<file path="src/hdl/pvl_regs.svh">
/*
 Register offsets, field positions, reset values and band constants of the
 voltage-loop filter select block.
 Assumes inclusion by bare name from pvl_top, the only file that includes it.
*/
`ifndef PVL_REGS_SVH
`define PVL_REGS_SVH

// Register indexes, byte address is four times the index
`define PVL_IDX_VLOOP_GAIN 16'hfe20
`define PVL_IDX_VLOOP_ZERO 16'hfe21
`define PVL_IDX_FAST_GAIN 16'hfe22
`define PVL_IDX_FAST_ZERO 16'hfe23
`define PVL_IDX_FAST_CTRL 16'hfe24
`define PVL_IDX_STATUS 16'hfe3f

// Control register fields
`define PVL_CTL_LINE_TRANS 7
`define PVL_CTL_BAND_HI 6
`define PVL_CTL_BAND_LO 5
`define PVL_CTL_DELAY_HI 4
`define PVL_CTL_DELAY_LO 2
`define PVL_CTL_SOFT_START 1
`define PVL_CTL_DELAYED 0

// Reset values
`define PVL_RST_VLOOP_GAIN 8'h00
`define PVL_RST_VLOOP_ZERO 8'h00
`define PVL_RST_FAST_GAIN 8'h00
`define PVL_RST_FAST_ZERO 8'h00
`define PVL_RST_FAST_CTRL 8'h00

// Band limits in units of 1/6400 of the reference
`define PVL_BAND_SCALE 13'h1900
`define PVL_BAND_0 10'h064
`define PVL_BAND_1 10'h0c8
`define PVL_BAND_2 10'h190
`define PVL_BAND_3 10'h320
`define PVL_BAND_EXTRA 10'h0c0

`endif

</file>
<file path="src/hdl/pvl_pkg.sv">
/*
 Types of the voltage-loop filter select block.
 Assumes the register header sits beside it.
*/
`default_nettype none

package pvl_pkg;

    typedef enum logic [1:0] {
        PVL_NORMAL = 2'b00,
        PVL_FAST = 2'b01,
        PVL_HOLD = 2'b10
    } pvl_mode_type;

endpackage : pvl_pkg

`default_nettype wire

</file>
<file path="src/hdl/pvl_comp_filter.sv">
/*
 Compensation filter datapath: one gain and one zero per sample,
 saturating 16-bit signed accumulator output.
 Assumes coefficients are held stable by the caller for each sample.
*/
`default_nettype none

module pvl_comp_filter
    import pvl_pkg::*;
(
    // Clock and reset
    input wire logic clk_i,
    input wire logic rst_i,
    // Sample in
    input wire logic sample_i,
    input wire logic signed [12:0] err_i,
    input wire logic [7:0] gain_i,
    input wire logic [7:0] zero_i,
    // Result out
    output logic signed [15:0] out_o,
    output logic valid_o
);

    logic signed [12:0] prev_reg;
    logic signed [22:0] diff;
    logic signed [31:0] prod;
    logic signed [24:0] sum;
    logic signed [15:0] sat;

    always_comb begin
        diff = 23'(err_i * 14'sh100) - 23'(prev_reg * $signed({1'b0, zero_i}));
        prod = 32'(diff * $signed({1'b0, gain_i}));
        sum = 25'(out_o) + 25'(prod >>> 8);
        if (sum > 25'sh7fff) begin
            sat = 16'sh7fff;
        end else if (sum < -25'sh8000) begin
            sat = -16'sh8000;
        end else begin
            sat = sum[15:0];
        end
    end

    // Accumulator and previous error
    always_ff @(posedge clk_i) begin
        if (rst_i) begin
            prev_reg <= 13'sh0;
            out_o <= 16'sh0;
        end else if (sample_i) begin
            prev_reg <= err_i;
            out_o <= sat;
        end
    end

    // Result strobe
    always_ff @(posedge clk_i) begin
        if (rst_i) begin
            valid_o <= 1'b0;
        end else begin
            valid_o <= sample_i;
        end
    end

endmodule // pvl_comp_filter

`default_nettype wire

</file>
<file path="src/hdl/pvl_top.sv">
/*
 Voltage-loop filter select: coefficient registers on a Wishbone slave,
 normal/fast mode selection and the compensation filter.
 Assumes sample, half-line-cycle and soft-start inputs synchronous to clk_i.
*/
`default_nettype none
`include "pvl_regs.svh"

// Function
// - Normal filter gain from 8-bit register
// - Normal filter zero from 8-bit register
// - Fast filter gain used in fast, hold and soft-start fast
// - Fast filter zero from 8-bit register
// - Bit 7 enters fast beyond band+3%
// - Bits 6:5 pick band 1.5625 to 12.5%
// - Return after bits 4:2 half cycles
// - Bit 0 enables delayed fast on band
module pvl_top
    import pvl_pkg::*;
(
    // Clock and reset
    input wire logic clk_i,
    input wire logic rst_i,
    // Wishbone slave
    input wire logic wb_cyc_i,
    input wire logic wb_stb_i,
    input wire logic wb_we_i,
    input wire logic [17:0] wb_adr_i,
    input wire logic [31:0] wb_dat_i,
    input wire logic [3:0] wb_sel_i,
    output logic [31:0] wb_dat_o,
    output logic wb_ack_o,
    // Voltage sense
    input wire logic sample_valid_i,
    input wire logic [11:0] vout_i,
    input wire logic [11:0] vref_i,
    // Line and sequencing
    input wire logic half_cycle_i,
    input wire logic soft_start_i,
    // Loop output
    output logic signed [15:0] loop_out_o,
    output logic loop_valid_o,
    output logic fast_active_o
);

    logic [7:0] vloop_gain_reg;
    logic [7:0] vloop_zero_reg;
    logic [7:0] fast_gain_reg;
    logic [7:0] fast_zero_reg;
    logic [7:0] fast_ctrl_reg;
    logic ack_next;
    logic [15:0] idx;
    logic wr_en;
    logic [31:0] rd_data;
    pvl_mode_type mode_reg;
    pvl_mode_type mode_next;
    logic [2:0] hold_cnt_reg;
    logic [2:0] hold_cnt_next;
    logic signed [12:0] err;
    logic [11:0] abs_err;
    logic [24:0] err_mag;
    logic [9:0] band_units;
    logic [24:0] band_thr;
    logic [24:0] trans_thr;
    logic out_band;
    logic out_trans;
    logic ss_fast;
    logic ss_normal;
    logic use_fast;
    logic [7:0] act_gain_reg;
    logic [7:0] act_zero_reg;
    logic signed [12:0] err_reg;
    logic filt_go_reg;

    // Bus decode
    assign idx = wb_adr_i[17:2];
    assign ack_next = wb_cyc_i & wb_stb_i & ~wb_ack_o;
    assign wr_en = wb_cyc_i & wb_stb_i & wb_we_i & wb_ack_o & wb_sel_i[0];

    always_comb begin
        rd_data = 32'h0;
        if (idx == `PVL_IDX_VLOOP_GAIN) begin
            rd_data[7:0] = vloop_gain_reg;
        end else if (idx == `PVL_IDX_VLOOP_ZERO) begin
            rd_data[7:0] = vloop_zero_reg;
        end else if (idx == `PVL_IDX_FAST_GAIN) begin
            rd_data[7:0] = fast_gain_reg;
        end else if (idx == `PVL_IDX_FAST_ZERO) begin
            rd_data[7:0] = fast_zero_reg;
        end else if (idx == `PVL_IDX_FAST_CTRL) begin
            rd_data[7:0] = fast_ctrl_reg;
        end else if (idx == `PVL_IDX_STATUS) begin
            rd_data[5:0] = {hold_cnt_reg, use_fast, mode_reg};
        end
    end

    // Acknowledge, one wait state
    always_ff @(posedge clk_i) begin
        if (rst_i) begin
            wb_ack_o <= 1'b0;
        end else begin
            wb_ack_o <= ack_next;
        end
    end

    // Read data
    always_ff @(posedge clk_i) begin
        if (rst_i) begin
            wb_dat_o <= 32'h0;
        end else if (ack_next) begin
            wb_dat_o <= rd_data;
        end
    end

    // Coefficient and control registers
    always_ff @(posedge clk_i) begin
        if (rst_i) begin
            vloop_gain_reg <= `PVL_RST_VLOOP_GAIN;
            vloop_zero_reg <= `PVL_RST_VLOOP_ZERO;
            fast_gain_reg <= `PVL_RST_FAST_GAIN;
            fast_zero_reg <= `PVL_RST_FAST_ZERO;
            fast_ctrl_reg <= `PVL_RST_FAST_CTRL;
        end else if (wr_en) begin
            if (idx == `PVL_IDX_VLOOP_GAIN) begin
                vloop_gain_reg <= wb_dat_i[7:0];
            end else if (idx == `PVL_IDX_VLOOP_ZERO) begin
                vloop_zero_reg <= wb_dat_i[7:0];
            end else if (idx == `PVL_IDX_FAST_GAIN) begin
                fast_gain_reg <= wb_dat_i[7:0];
            end else if (idx == `PVL_IDX_FAST_ZERO) begin
                fast_zero_reg <= wb_dat_i[7:0];
            end else if (idx == `PVL_IDX_FAST_CTRL) begin
                fast_ctrl_reg <= wb_dat_i[7:0];
            end
        end
    end

    // Deviation against reference, scaled by 6400
    always_comb begin
        err = 13'({1'b0, vref_i}) - 13'({1'b0, vout_i});
        abs_err = err[12] ? 12'(-err) : err[11:0];
        err_mag = 25'(abs_err * `PVL_BAND_SCALE);
    end

    // Band threshold select
    always_comb begin
        case (fast_ctrl_reg[`PVL_CTL_BAND_HI:`PVL_CTL_BAND_LO])
            2'b00: band_units = `PVL_BAND_0;
            2'b01: band_units = `PVL_BAND_1;
            2'b10: band_units = `PVL_BAND_2;
            default: band_units = `PVL_BAND_3;
        endcase
        band_thr = 25'(vref_i * band_units);
        trans_thr = 25'(vref_i * 10'(band_units + `PVL_BAND_EXTRA));
        out_band = err_mag > band_thr;
        out_trans = err_mag > trans_thr;
    end

    // Soft start handling
    assign ss_fast = soft_start_i & fast_ctrl_reg[`PVL_CTL_SOFT_START];
    assign ss_normal = soft_start_i & ~fast_ctrl_reg[`PVL_CTL_SOFT_START];

    // Mode selection
    always_comb begin
        mode_next = mode_reg;
        hold_cnt_next = hold_cnt_reg;
        case (mode_reg)
            PVL_NORMAL: begin
                if (sample_valid_i && !ss_normal) begin
                    if (fast_ctrl_reg[`PVL_CTL_LINE_TRANS] && out_trans) begin
                        mode_next = PVL_FAST;
                    end else if (fast_ctrl_reg[`PVL_CTL_DELAYED] && out_band) begin
                        mode_next = PVL_FAST;
                    end
                end
            end
            PVL_FAST: begin
                if (ss_normal) begin
                    mode_next = PVL_NORMAL;
                end else if (sample_valid_i && !out_band) begin
                    hold_cnt_next = fast_ctrl_reg[`PVL_CTL_DELAY_HI:`PVL_CTL_DELAY_LO];
                    if (fast_ctrl_reg[`PVL_CTL_DELAY_HI:`PVL_CTL_DELAY_LO] == 3'h0) begin
                        mode_next = PVL_NORMAL;
                    end else begin
                        mode_next = PVL_HOLD;
                    end
                end
            end
            PVL_HOLD: begin
                if (ss_normal) begin
                    mode_next = PVL_NORMAL;
                end else if (sample_valid_i && out_band) begin
                    mode_next = PVL_FAST;
                end else if (half_cycle_i) begin
                    hold_cnt_next = hold_cnt_reg - 3'h1;
                    if (hold_cnt_reg == 3'h1) begin
                        mode_next = PVL_NORMAL;
                    end
                end
            end
            default: begin
                mode_next = PVL_NORMAL;
            end
        endcase
    end

    always_ff @(posedge clk_i) begin
        if (rst_i) begin
            mode_reg <= PVL_NORMAL;
            hold_cnt_reg <= 3'h0;
        end else begin
            mode_reg <= mode_next;
            hold_cnt_reg <= hold_cnt_next;
        end
    end

    assign use_fast = ((mode_reg != PVL_NORMAL) & ~ss_normal) | ss_fast;

    // Coefficient set and error captured together at the sample
    always_ff @(posedge clk_i) begin
        if (rst_i) begin
            act_gain_reg <= 8'h00;
            act_zero_reg <= 8'h00;
            err_reg <= 13'sh0;
            filt_go_reg <= 1'b0;
        end else begin
            filt_go_reg <= sample_valid_i;
            if (sample_valid_i) begin
                err_reg <= err;
                act_gain_reg <= use_fast ? fast_gain_reg : vloop_gain_reg;
                act_zero_reg <= use_fast ? fast_zero_reg : vloop_zero_reg;
            end
        end
    end

    always_ff @(posedge clk_i) begin
        if (rst_i) begin
            fast_active_o <= 1'b0;
        end else if (sample_valid_i) begin
            fast_active_o <= use_fast;
        end
    end

    pvl_comp_filter u_filter (
        .clk_i(clk_i),
        .rst_i(rst_i),
        .sample_i(filt_go_reg),
        .err_i(err_reg),
        .gain_i(act_gain_reg),
        .zero_i(act_zero_reg),
        .out_o(loop_out_o),
        .valid_o(loop_valid_o)
    );

endmodule // pvl_top

`default_nettype wire

</file>
<file path="config.mk">
export PLATFORM = sky130hd
export DESIGN_NAME = pvl_top
export DESIGN_NICKNAME = d
export VERILOG_FILES = /design/src/hdl/pvl_pkg.sv /design/src/hdl/pvl_comp_filter.sv /design/src/hdl/pvl_top.sv
export VERILOG_INCLUDE_DIRS = /design/src /design/src/hdl
export SDC_FILE = /design/constraint.sdc
export NUM_CORES = 1
export LEC_CHECK = 0
export BUFFER_PORTS_ARGS = -buffer_cell sky130_fd_sc_hd__buf_4
export CAP_MARGIN = 20
export CORE_MARGIN = 4
export CORE_UTILIZATION = 60
export DETAILED_ROUTE_END_ITERATION = 12
export GPL_TIMING_DRIVEN = 0
export HOLD_SLACK_MARGIN = 0.1
export MAX_ROUTING_LAYER = met4
export PLACE_DENSITY = 0.78
export SLEW_MARGIN = 15
export SYNTH_ARGS = -nofsm -noshare
export SYNTH_HDL_FRONTEND = slang
export SYNTH_SLANG_ARGS = --single-unit
</file>
<file path="constraint.sdc">
create_clock -name clk_i -period 17.3 [get_ports clk_i]
set_input_delay 1.73 -clock clk_i [delete_from_list [all_inputs] [get_ports clk_i]]
set_output_delay 1.73 -clock clk_i [all_outputs]
set_load 0.02 [all_outputs]
</file>
==> flow_summary.ini, run 1 <==
[clocking]
hold_buffers = 0
post_cts_buffers = 0
cts_sinks = 115
cts_tree = yes
numCtsBuffers = 17
clkTransAtPathRegs_ns = 0.06
clk_latency_ns = 0.43
cts_resized = 0
cts_root_buf = clkbuf_16
htree_levels = 4
clk_path_buf_depth = 2

[place]
dpl.hpwl_um = 55700
port_buffers = 80
dp.cells = 3581
routabilityCongestion = 0.935

[finish]
final_layout_size_suffix_gt1_share_pct = 6.02
stdcell_count = 3618
nNetsFinal = 3860
syn_to_final_growth_pct = 7.53
largest_register_ff_count = 16

[floorplanning]
core_mm2 = 0.0419
die-area_mm2 = 0.0459
die_w_um = 214
ios = 137
rows = 75
start_util_pct = 60.8
fp.dieH_um = 214

[critical_path]
start_kind = flop
cp_common_cell = fa_1
worst_path_largest_cell_delay_ns = 0.72
cp_max_fo = 10
reg2reg_to = u_filter.out_o[9]
critical_path_class = reg -> reg
setup.worst_path.end_class = flop
worstPathArrival_ns = 14.12
r2r_cells = 48
r2r_slack_ns = 3.52
cp_slowest_cell = fa_1
r2r_start = act_zero_reg[1]
cp.required_ns = 17.64

[timing]
worst_pin_slew_ns = 1.14
setup_viol = 0
fmaxAchievable_mhz = 72.5
hold_slack_ns = 0.468
finClkSkew_ns = 0.0184
relSlewSlack_pct = 23.5
finalCritPeriodShare_pct = 79.7
min_period_ns = 13.78
setup-tns-final_ns = 0
hold_viol = 0
final_max_slew_viol_count = 0
rsz0062_at_grt = no

[global_routing]
grt_max_degree = 17
grt_pass1_wl_um = 110000
grt_pass1_vias = 21700
grt.overflow.total = 0
antenna_found_initial = 4
grt_usage_pct = 30.2

[synthesis]
synth_cell_type_count = 83
ys_seq_area_share_pct = 9.03
synthCells = 2939
yosysTopAreaCellShare_pct = 29.4
yosys_warnings = 0
synth.area.top_cells = fa_1 29%, ha_1 17%, dfxtp_1 9.0%
ys_seq_elements = 115
synth_area_mm2 = 0.0255
synth_top_area_cell = fa_1
synth_ff_type = dfxtp_1
synth-edff-count = 0
synth.avg_cell_area_um2 = 8.68
async_flop_share_pct = 0

[power]
fin_total_pwr_mw = 4.21
peakVddDrop_mv = 0.125
power.leakage_nw = 13.6
power.density_mw_per_mm2 = 154

[drt]
drc_errors = 0
viasPerCell = 5.74
dr.pass1.iters = 6
vias = 20800
ant_nets = 0
wl_um = 66500
drt-initial-drc-count = 1410
post_drt_wl_per_cell_um = 18.4

[run]
drv_cap = 0

[min_path]
whs_endpoint = wb_dat_o[7]
hp-start = wb_dat_o[7]
holdCritPathClass = reg -> reg
hold_path_depth = 2

[status]
status = finished clean
==> synth_stat cells (17+ instances only) <==
| cell | number |
|---|---|
| inv_1 | 500 |
| fa_1 | 374 |
| ha_1 | 338 |
| nand2_1 | 267 |
| and2_1 | 216 |
| nor2_1 | 194 |
| dfxtp_1 | 115 |
| a21oi_1 | 88 |
| clkbuf_1 | 88 |
| mux2i_1 | 85 |
| xnor2_1 | 77 |
| a21o_1 | 46 |
| nand3_1 | 46 |
| o21ai_0 | 46 |
| nor2b_1 | 45 |
| a211oi_1 | 41 |
| nor3_1 | 38 |
| nand2b_1 | 36 |
| xor2_1 | 29 |
| buf_4 | 24 |
| or3_1 | 17 |
==> routing by layer <==
| metal | vias up | wire (um) | track usage (%) |
|---|---|---|---|
| li1 | 9679 | - | - |
| met1 | 10200 | 26700 | 37.3 |
| met2 | 748 | 33200 | 52.1 |
| met3 | 135 | 4410 | 4.34 |
| met4 | 0 | 2140 | 8.23 |
| met5 | - | 0 | - |
==> layout make-up <==
cell class              instances  area (um2)
diodes                          4        10.0
plain buffers                 126         586
clock buffers                  17         425
clock inverters                15         120
fillers                      3419       14500
inverters                     500        1880
multi-input cells            2221       20800
flip-flops and latches        115        2300
well taps                     539         674
repair buffers                 81         606
==> cell families (layout without fill, tap and decap cells) <==
group,Yosys count,after routing,share of synthesized area (%)
AO/OA/AOI/OAI,359,359,10.1
multiplexers,93,93,3.69
AND/OR/NAND/NOR,927,927,18.0
XOR/XNOR,106,106,3.64
adder cells (fa/ha/maj),712,712,45.9
other,1,28,0.0147
buffers and inverters,626,739,9.65
flip-flops,115,115,9.03
==> power by group <==
group | switching [mW] | leakage, nW | internal, mW
Clock | 0.148 | 0.262 | 0.186
Sequential | 0.0334 | 0.937 | 0.289
Combinational | 2.12 | 12.4 | 1.44
==> how the worst max path moves through the flow <==
stage / to / slack [ns] / start / cells after the start
3_3_place_gp: u_filter.out_o[9] / 3.84 / act_zero_reg[1] / 48
2_1_floorplan: u_filter.out_o[9] / 5.53 / act_zero_reg[2] / 48
5_1_grt: u_filter.out_o[4] / 2.63 / act_zero_reg[2] / 48
3_5_place_dp: u_filter.out_o[9] / 3.64 / act_zero_reg[1] / 48
4_1_cts: u_filter.out_o[9] / 3.58 / act_zero_reg[2] / 48
6_report: u_filter.out_o[9] / 3.52 / act_zero_reg[1] / 48
==> metrics by stage <==
step                area [um2]  util (%)  setup slack, ns
CTS                      27400      65.4             3.58
global placement         26900      64.1             3.84
floorplan                25600         -             5.53
detailed placement       26900      64.1             3.64
finish                   27400      65.4             3.52
global route             27400      65.4             2.63
==> cells in the final DEF, fill, tap and decap left out, types with 6 or more instances in the layout <==
cell type,count
a21boi_0,6
ha_1,338
inv_6,8
mux2i_1,85
nand2b_1,36
fa_1,374
o21ai_0,46
o21a_1,11
and3_1,13
xnor2_1,77
xor2_1,29
buf_1,9
nor3_1,38
o21bai_1,9
o211ai_1,11
a21oi_1,88
mux2_2,8
or2_2,8
o211a_1,6
and2_1,216
nand4_1,14
clkbuf_16,17
a21o_1,46
dfxtp_1,115
nand3_1,46
inv_1,500
buf_4,104
a31oi_1,13
nand2_1,267
conb_1,24
a211oi_2,10
nor2b_1,45
a221oi_1,8
nor4_1,7
or3_1,17
a211oi_1,41
clkbuf_1,88
nor2_1,194
==> worst max-delay path: cells and delay by family (launching register included) <==
| kind | cells | cell delay [ns] |
|---|---|---|
| fa+ha+maj | 12 | 5.88 |
| compound gates | 14 | 3.48 |
| simple gates | 11 | 1.81 |
| buf+inv | 9 | 1.61 |
| flops | 1 | 0.47 |
| xor+xnor | 2 | 0.43 |
(Power assumes the default switching activity.)
==> run 2, diff against run 1 <==
- clock period: 17.3 -> 13.4 ns (I/O delays scaled with it)
==> run 2 against run 1 <==
Effect of this change: non-clock buffer count is 2 higher; critical path depth unchanged; count of clock-buffer cells in the layout did not move; die area unchanged; clock skew fell by 0.0017 ns; total power increased by 32%; first-iteration DRC count decreased by 1.1%; flip-flop and latch count is the same; combinational power increased by 32%; wire length rose by 0.32%; core utilization grew 0.48 points; clock power grew 30%.
==> flow_summary.ini, run 2 (synthesis gave the netlist of run 1 again) <==
[power]
pwr-share-clk_pct = 7.8
peakVddDrop_mv = 0.174
combPwrFrac_pct = 84.7
power.leakage_nw = 13.7
switching_share_pct = 54.1
fin_total_pwr_mw = 5.56
power.density_mw_per_mm2 = 201
p_switching_mw = 3.01
p_int_mw = 2.55
power_frac_seq_pct = 7.5

[critical_path]
start_kind = flop
worstPathArrival_ns = 13.09
cp_max_fo = 10
cp_slowest_cell = fa_1
critical_path_class = reg -> reg
setup.worst_path.start = act_zero_reg[3]
r2r_start = act_zero_reg[3]
cpLargestDelayFamily = adder cells
critical_path_buf_inv_count = 10
worst_path_largest_cell_delay_ns = 0.56
setup.worst_path.end_class = flop
cp.required_ns = 13.67
cp_common_cell = fa_1

[place]
port_buffers = 80
dp_slack_ns = -0.259
dpl.hpwl_um = 55700
routabilityCongestion = 0.935

[global_routing]
grt_max_degree = 17
grt_usage_pct = 30.2
grt.overflow.total = 0
grt_pass1_wl_um = 111000
grt_pass1_vias = 21700
antenna_found_initial = 4

[finish]
nNetsFinal = 3862
final_util_pct = 65.9
syn_to_final_growth_pct = 8.32
layout_commonest_cell = inv_1
n_fill_cell = 3399
final_layout_size_suffix_gt1_share_pct = 7.15
largest_register_ff_count = 16
layout_common_cells = 500 x inv_1, 373 x fa_1, 336 x ha_1, 267 x nand2_1, 216 x and2_1

[timing]
min_period_ns = 12.82
hold_viol = 0
fmaxAchievable_mhz = 78.0
final_max_slew_viol_count = 0
finClkSkew_ns = 0.0167
worst_pin_slew_ns = 1.13
setup_ws_ns = 0.578
setup-tns-final_ns = 0
finalCritPeriodShare_pct = 95.7
relSlewSlack_pct = 23.8
setup_viol = 0
hold_slack_ns = 0.470

[clocking]
cts_tree = yes
clkTransAtPathRegs_ns = 0.06
cts_root_buf = clkbuf_16
cts_sinks = 115
htree_levels = 4
hold_buffers = 0
clk_latency_ns = 0.43
numCtsBuffers = 17
clk_path_buf_depth = 2

[floorplanning]
core_mm2 = 0.0419
fp.dieH_um = 214
start_util_pct = 60.8
rows = 75
ios = 137
die-area_mm2 = 0.0459
die_w_um = 214

[drt]
dr.pass1.iters = 9
ant_nets = 0
viasPerCell = 5.71
drt-initial-drc-count = 1394
vias = 20700
wl_um = 66700
drc_errors = 0
post_drt_wl_per_cell_um = 18.4

[min_path]
holdCritPathClass = reg -> reg
hp-start = wb_dat_o[7]

[run]
drv_cap = 0

[status]
status = finished clean
==> run 2: final cells by class <==
cell class,instances,area [um2],share of cell area (%)
repair buffers,87,651,2.35
flip-flops and latches,115,2300,8.34
well taps,539,674,2.44
plain buffers,122,593,2.15
clock buffers,17,425,1.54
inverters,500,1880,6.79
multi-input cells,2221,21000,75.9
diodes,4,10.0,0.0362
clock inverters,15,120,0.435
==> run 2: repair_timing <==
item                       CTS  global route
gates resized for setup     10            40
setup endpoints to repair   15            15
pin swaps                    0             5
buffers inserted             0             6
==> run 2: power by group through the flow <==
stage	Clock (mW)	Sequential, mW	Combinational, mW
floorplan	0	0.433	3.44
global placement	0	0.421	4.38
detailed placement	0	0.423	4.54
CTS	0.433	0.415	4.58
global route	0.453	0.421	5.25
finish	0.433	0.416	4.71
==> run 2: path summary, 6_finish.rpt <==
kind	endpoint	depth (start not counted)	slack, ns
setup reg to reg	u_filter.out_o[10]	48	0.58
hold reg to reg	wb_dat_o[7]	2	0.47
setup / recovery	u_filter.out_o[10]	48	0.58
hold / removal	wb_dat_o[7]	2	0.47
==> run 2: routing by layer <==
| metal | GRT usage (%) | wire length (um) | up-vias |
|---|---|---|---|
| met2 | 52.1 | 33400 | 693 |
| met1 | 37.3 | 27100 | 10200 |
| met4 | 8.36 | 2210 | 0 |
| met3 | 4.46 | 4010 | 143 |
| met5 | - | 0 | - |
| li1 | - | - | 9679 |
==> run 2: worst min-delay path, cell delays in order (launching register included) <==
cell     delay (ns)
dfxtp_1        0.32
nand2_1        0.06
a21oi_1        0.05
==> run 2: metrics by stage <==
step / std cells / cell area (um2)
global route: 3620 / 27600
detailed placement: 3581 / 26900
floorplan: 2962 / 25600
finish: 3620 / 27600
CTS: 3612 / 27400
global placement: 3581 / 26900
==> run 3, diff against run 2 <==
- CTS_BUF_LIST: not set -> sky130_fd_sc_hd__clkbuf_8
- SETUP_SLACK_MARGIN: not set -> 0.2
==> run 3 against run 2 <==
Effect of this change: non-clock buffer count up 11; total power down 1.1%; flip-flop and latch count unchanged; worst setup slack better by 0.12 ns.
==> flow_summary.ini, run 3 (synthesis gave the netlist of run 1 again) <==
[status]
status = finished clean

[critical_path]
setup.worst_path.end = u_filter.out_o[9]
cp_common_cell = fa_1
r2r_start = act_zero_reg[3]
worst_path_largest_cell_delay_ns = 0.69
cp.depth = 49
critical_path_buf_inv_count = 10
reg2reg_to = u_filter.out_o[9]
start_kind = flop
setup.worst_path.start = act_zero_reg[3]
cp_slowest_cell = fa_2
cpLargestDelayFamily = adder cells
critical_path_class = reg -> reg
r2r_cells = 49
cp_max_fo = 10
worstPathArrival_ns = 13.07
r2r_slack_ns = 0.70
cp.required_ns = 13.77
setup.worst_path.end_class = flop

[floorplanning]
ios = 137
core_mm2 = 0.0419
rows = 75
die_w_um = 214
die-area_mm2 = 0.0459
fp.dieH_um = 214
start_util_pct = 60.8

[timing]
relSlewSlack_pct = 23.2
hold_viol = 0
worst_pin_slew_ns = 1.15
min_period_ns = 12.70
final_max_slew_viol_count = 0
setup-tns-final_ns = 0
rsz0062_at_grt = no
finClkSkew_ns = 0.0237
hold_slack_ns = 0.472
setup_viol = 0
fmaxAchievable_mhz = 78.7
finalCritPeriodShare_pct = 94.8

[drt]
post_drt_wl_per_cell_um = 18.3
ant_nets = 0
wl_um = 66500
vias = 20700
dr.pass1.iters = 8
drt-initial-drc-count = 1369
viasPerCell = 5.71
drc_errors = 0

[min_path]
holdCritPathClass = reg -> reg
hold_path_depth = 2

[finish]
syn_to_final_growth_pct = 8.07
final_layout_size_suffix_gt1_share_pct = 7.80
largest_register_ff_count = 16
layout_common_cells = 500 x inv_1, 373 x fa_1, 337 x ha_1, 267 x nand2_1, 215 x and2_1
final_util_pct = 65.7
n_fill_cell = 3426
nNetsFinal = 3873
seqCellArea_mm2 = 0.00231
layout_commonest_cell = inv_1
multi_input_area_mm2 = 0.0210

[clocking]
clk_latency_ns = 0.46
numCtsBuffers = 17
clkTransAtPathRegs_ns = 0.08
cts_root_buf = clkbuf_8
cts_sinks = 115
htree_levels = 4
cts_tree = yes
clk_path_buf_depth = 2

[power]
peakVddDrop_mv = 0.175
power.density_mw_per_mm2 = 200
fin_total_pwr_mw = 5.50
power.leakage_nw = 13.7

[global_routing]
grt_pass1_vias = 21700
grt_max_degree = 17
grt_pass1_wl_um = 110000
grt_usage_pct = 30.1
antenna_found_initial = 4
grt.overflow.total = 0

[place]
routabilityCongestion = 0.935
port_buffers = 80
dpl.hpwl_um = 55700

[run]
drv_cap = 0
## run 3: cell types whose count changed in the layout (fill, tap and decap cells not counted), sizes merged
| cell | change |
|---|---|
| buf | +5 |
| clkbuf | +6 |
## run 3: cell type report
class,instances,area share [%]
Timing Repair Buffer,94,2.56
Multi-Input combinational cell,2221,76.3
Antenna cell,4,0.0363
Inverter,500,6.81
Tap cell,539,2.45
Clock inverter,15,0.436
Clock buffer,17,0.849
Buffer,126,2.23
Sequential cell,115,8.37
## run 3: per-stage QoR
step	setup WS (ns)	cells	area [um2]
after floorplan	1.63	2962	25600
after global placement	-0.0595	3581	26900
after detailed placement	-0.259	3581	26900
after CTS	0.285	3616	27300
after global routing	0.141	3631	27600
final	0.698	3631	27600
## run 3: routing by layer
| metal | routed length [um] | global-route usage [%] | vias up |
|---|---|---|---|
| met5 | 0 | - | - |
| met4 | 2380 | 8.99 | 0 |
| met3 | 4240 | 4.07 | 130 |
| met2 | 32900 | 51.5 | 710 |
| met1 | 27000 | 37.4 | 10200 |
| li1 | - | - | 9707 |
## run 3: worst min-delay path by stage
stage,start,endpoint,slack [ns]
3_5_place_dp,fast_gain_reg[0],fast_gain_reg[0],0.46
5_1_grt,wb_dat_o[7],wb_dat_o[7],0.49
3_3_place_gp,wb_dat_o[7],wb_dat_o[7],0.45
4_1_cts,fast_gain_reg[0],fast_gain_reg[0],0.47
6_report,fast_gain_reg[2],fast_gain_reg[2],0.47
2_1_floorplan,fast_gain_reg[6],fast_gain_reg[6],0.44
## run 3: power breakdown
group          leakage [nW]  switching [mW]  internal, mW
Clock                 0.175           0.176         0.132
Combinational          12.6            2.80          1.97
Sequential            0.939          0.0440         0.372
## run 3: worst min-delay path: stages (launching register included)
cell and delay [ns]:
dfxtp_1 0.33, nand2_1 0.05, a21oi_1 0.05
## run 3: repair_timing
item                                    in CTS  in global routing
cloned                                       0                  0
pin swaps                                    2                 10
buffers inserted                             3                 10
gates resized for setup                     20                 50
hold buffers                                 0                  0
endpoints found under the setup margin      15                 15
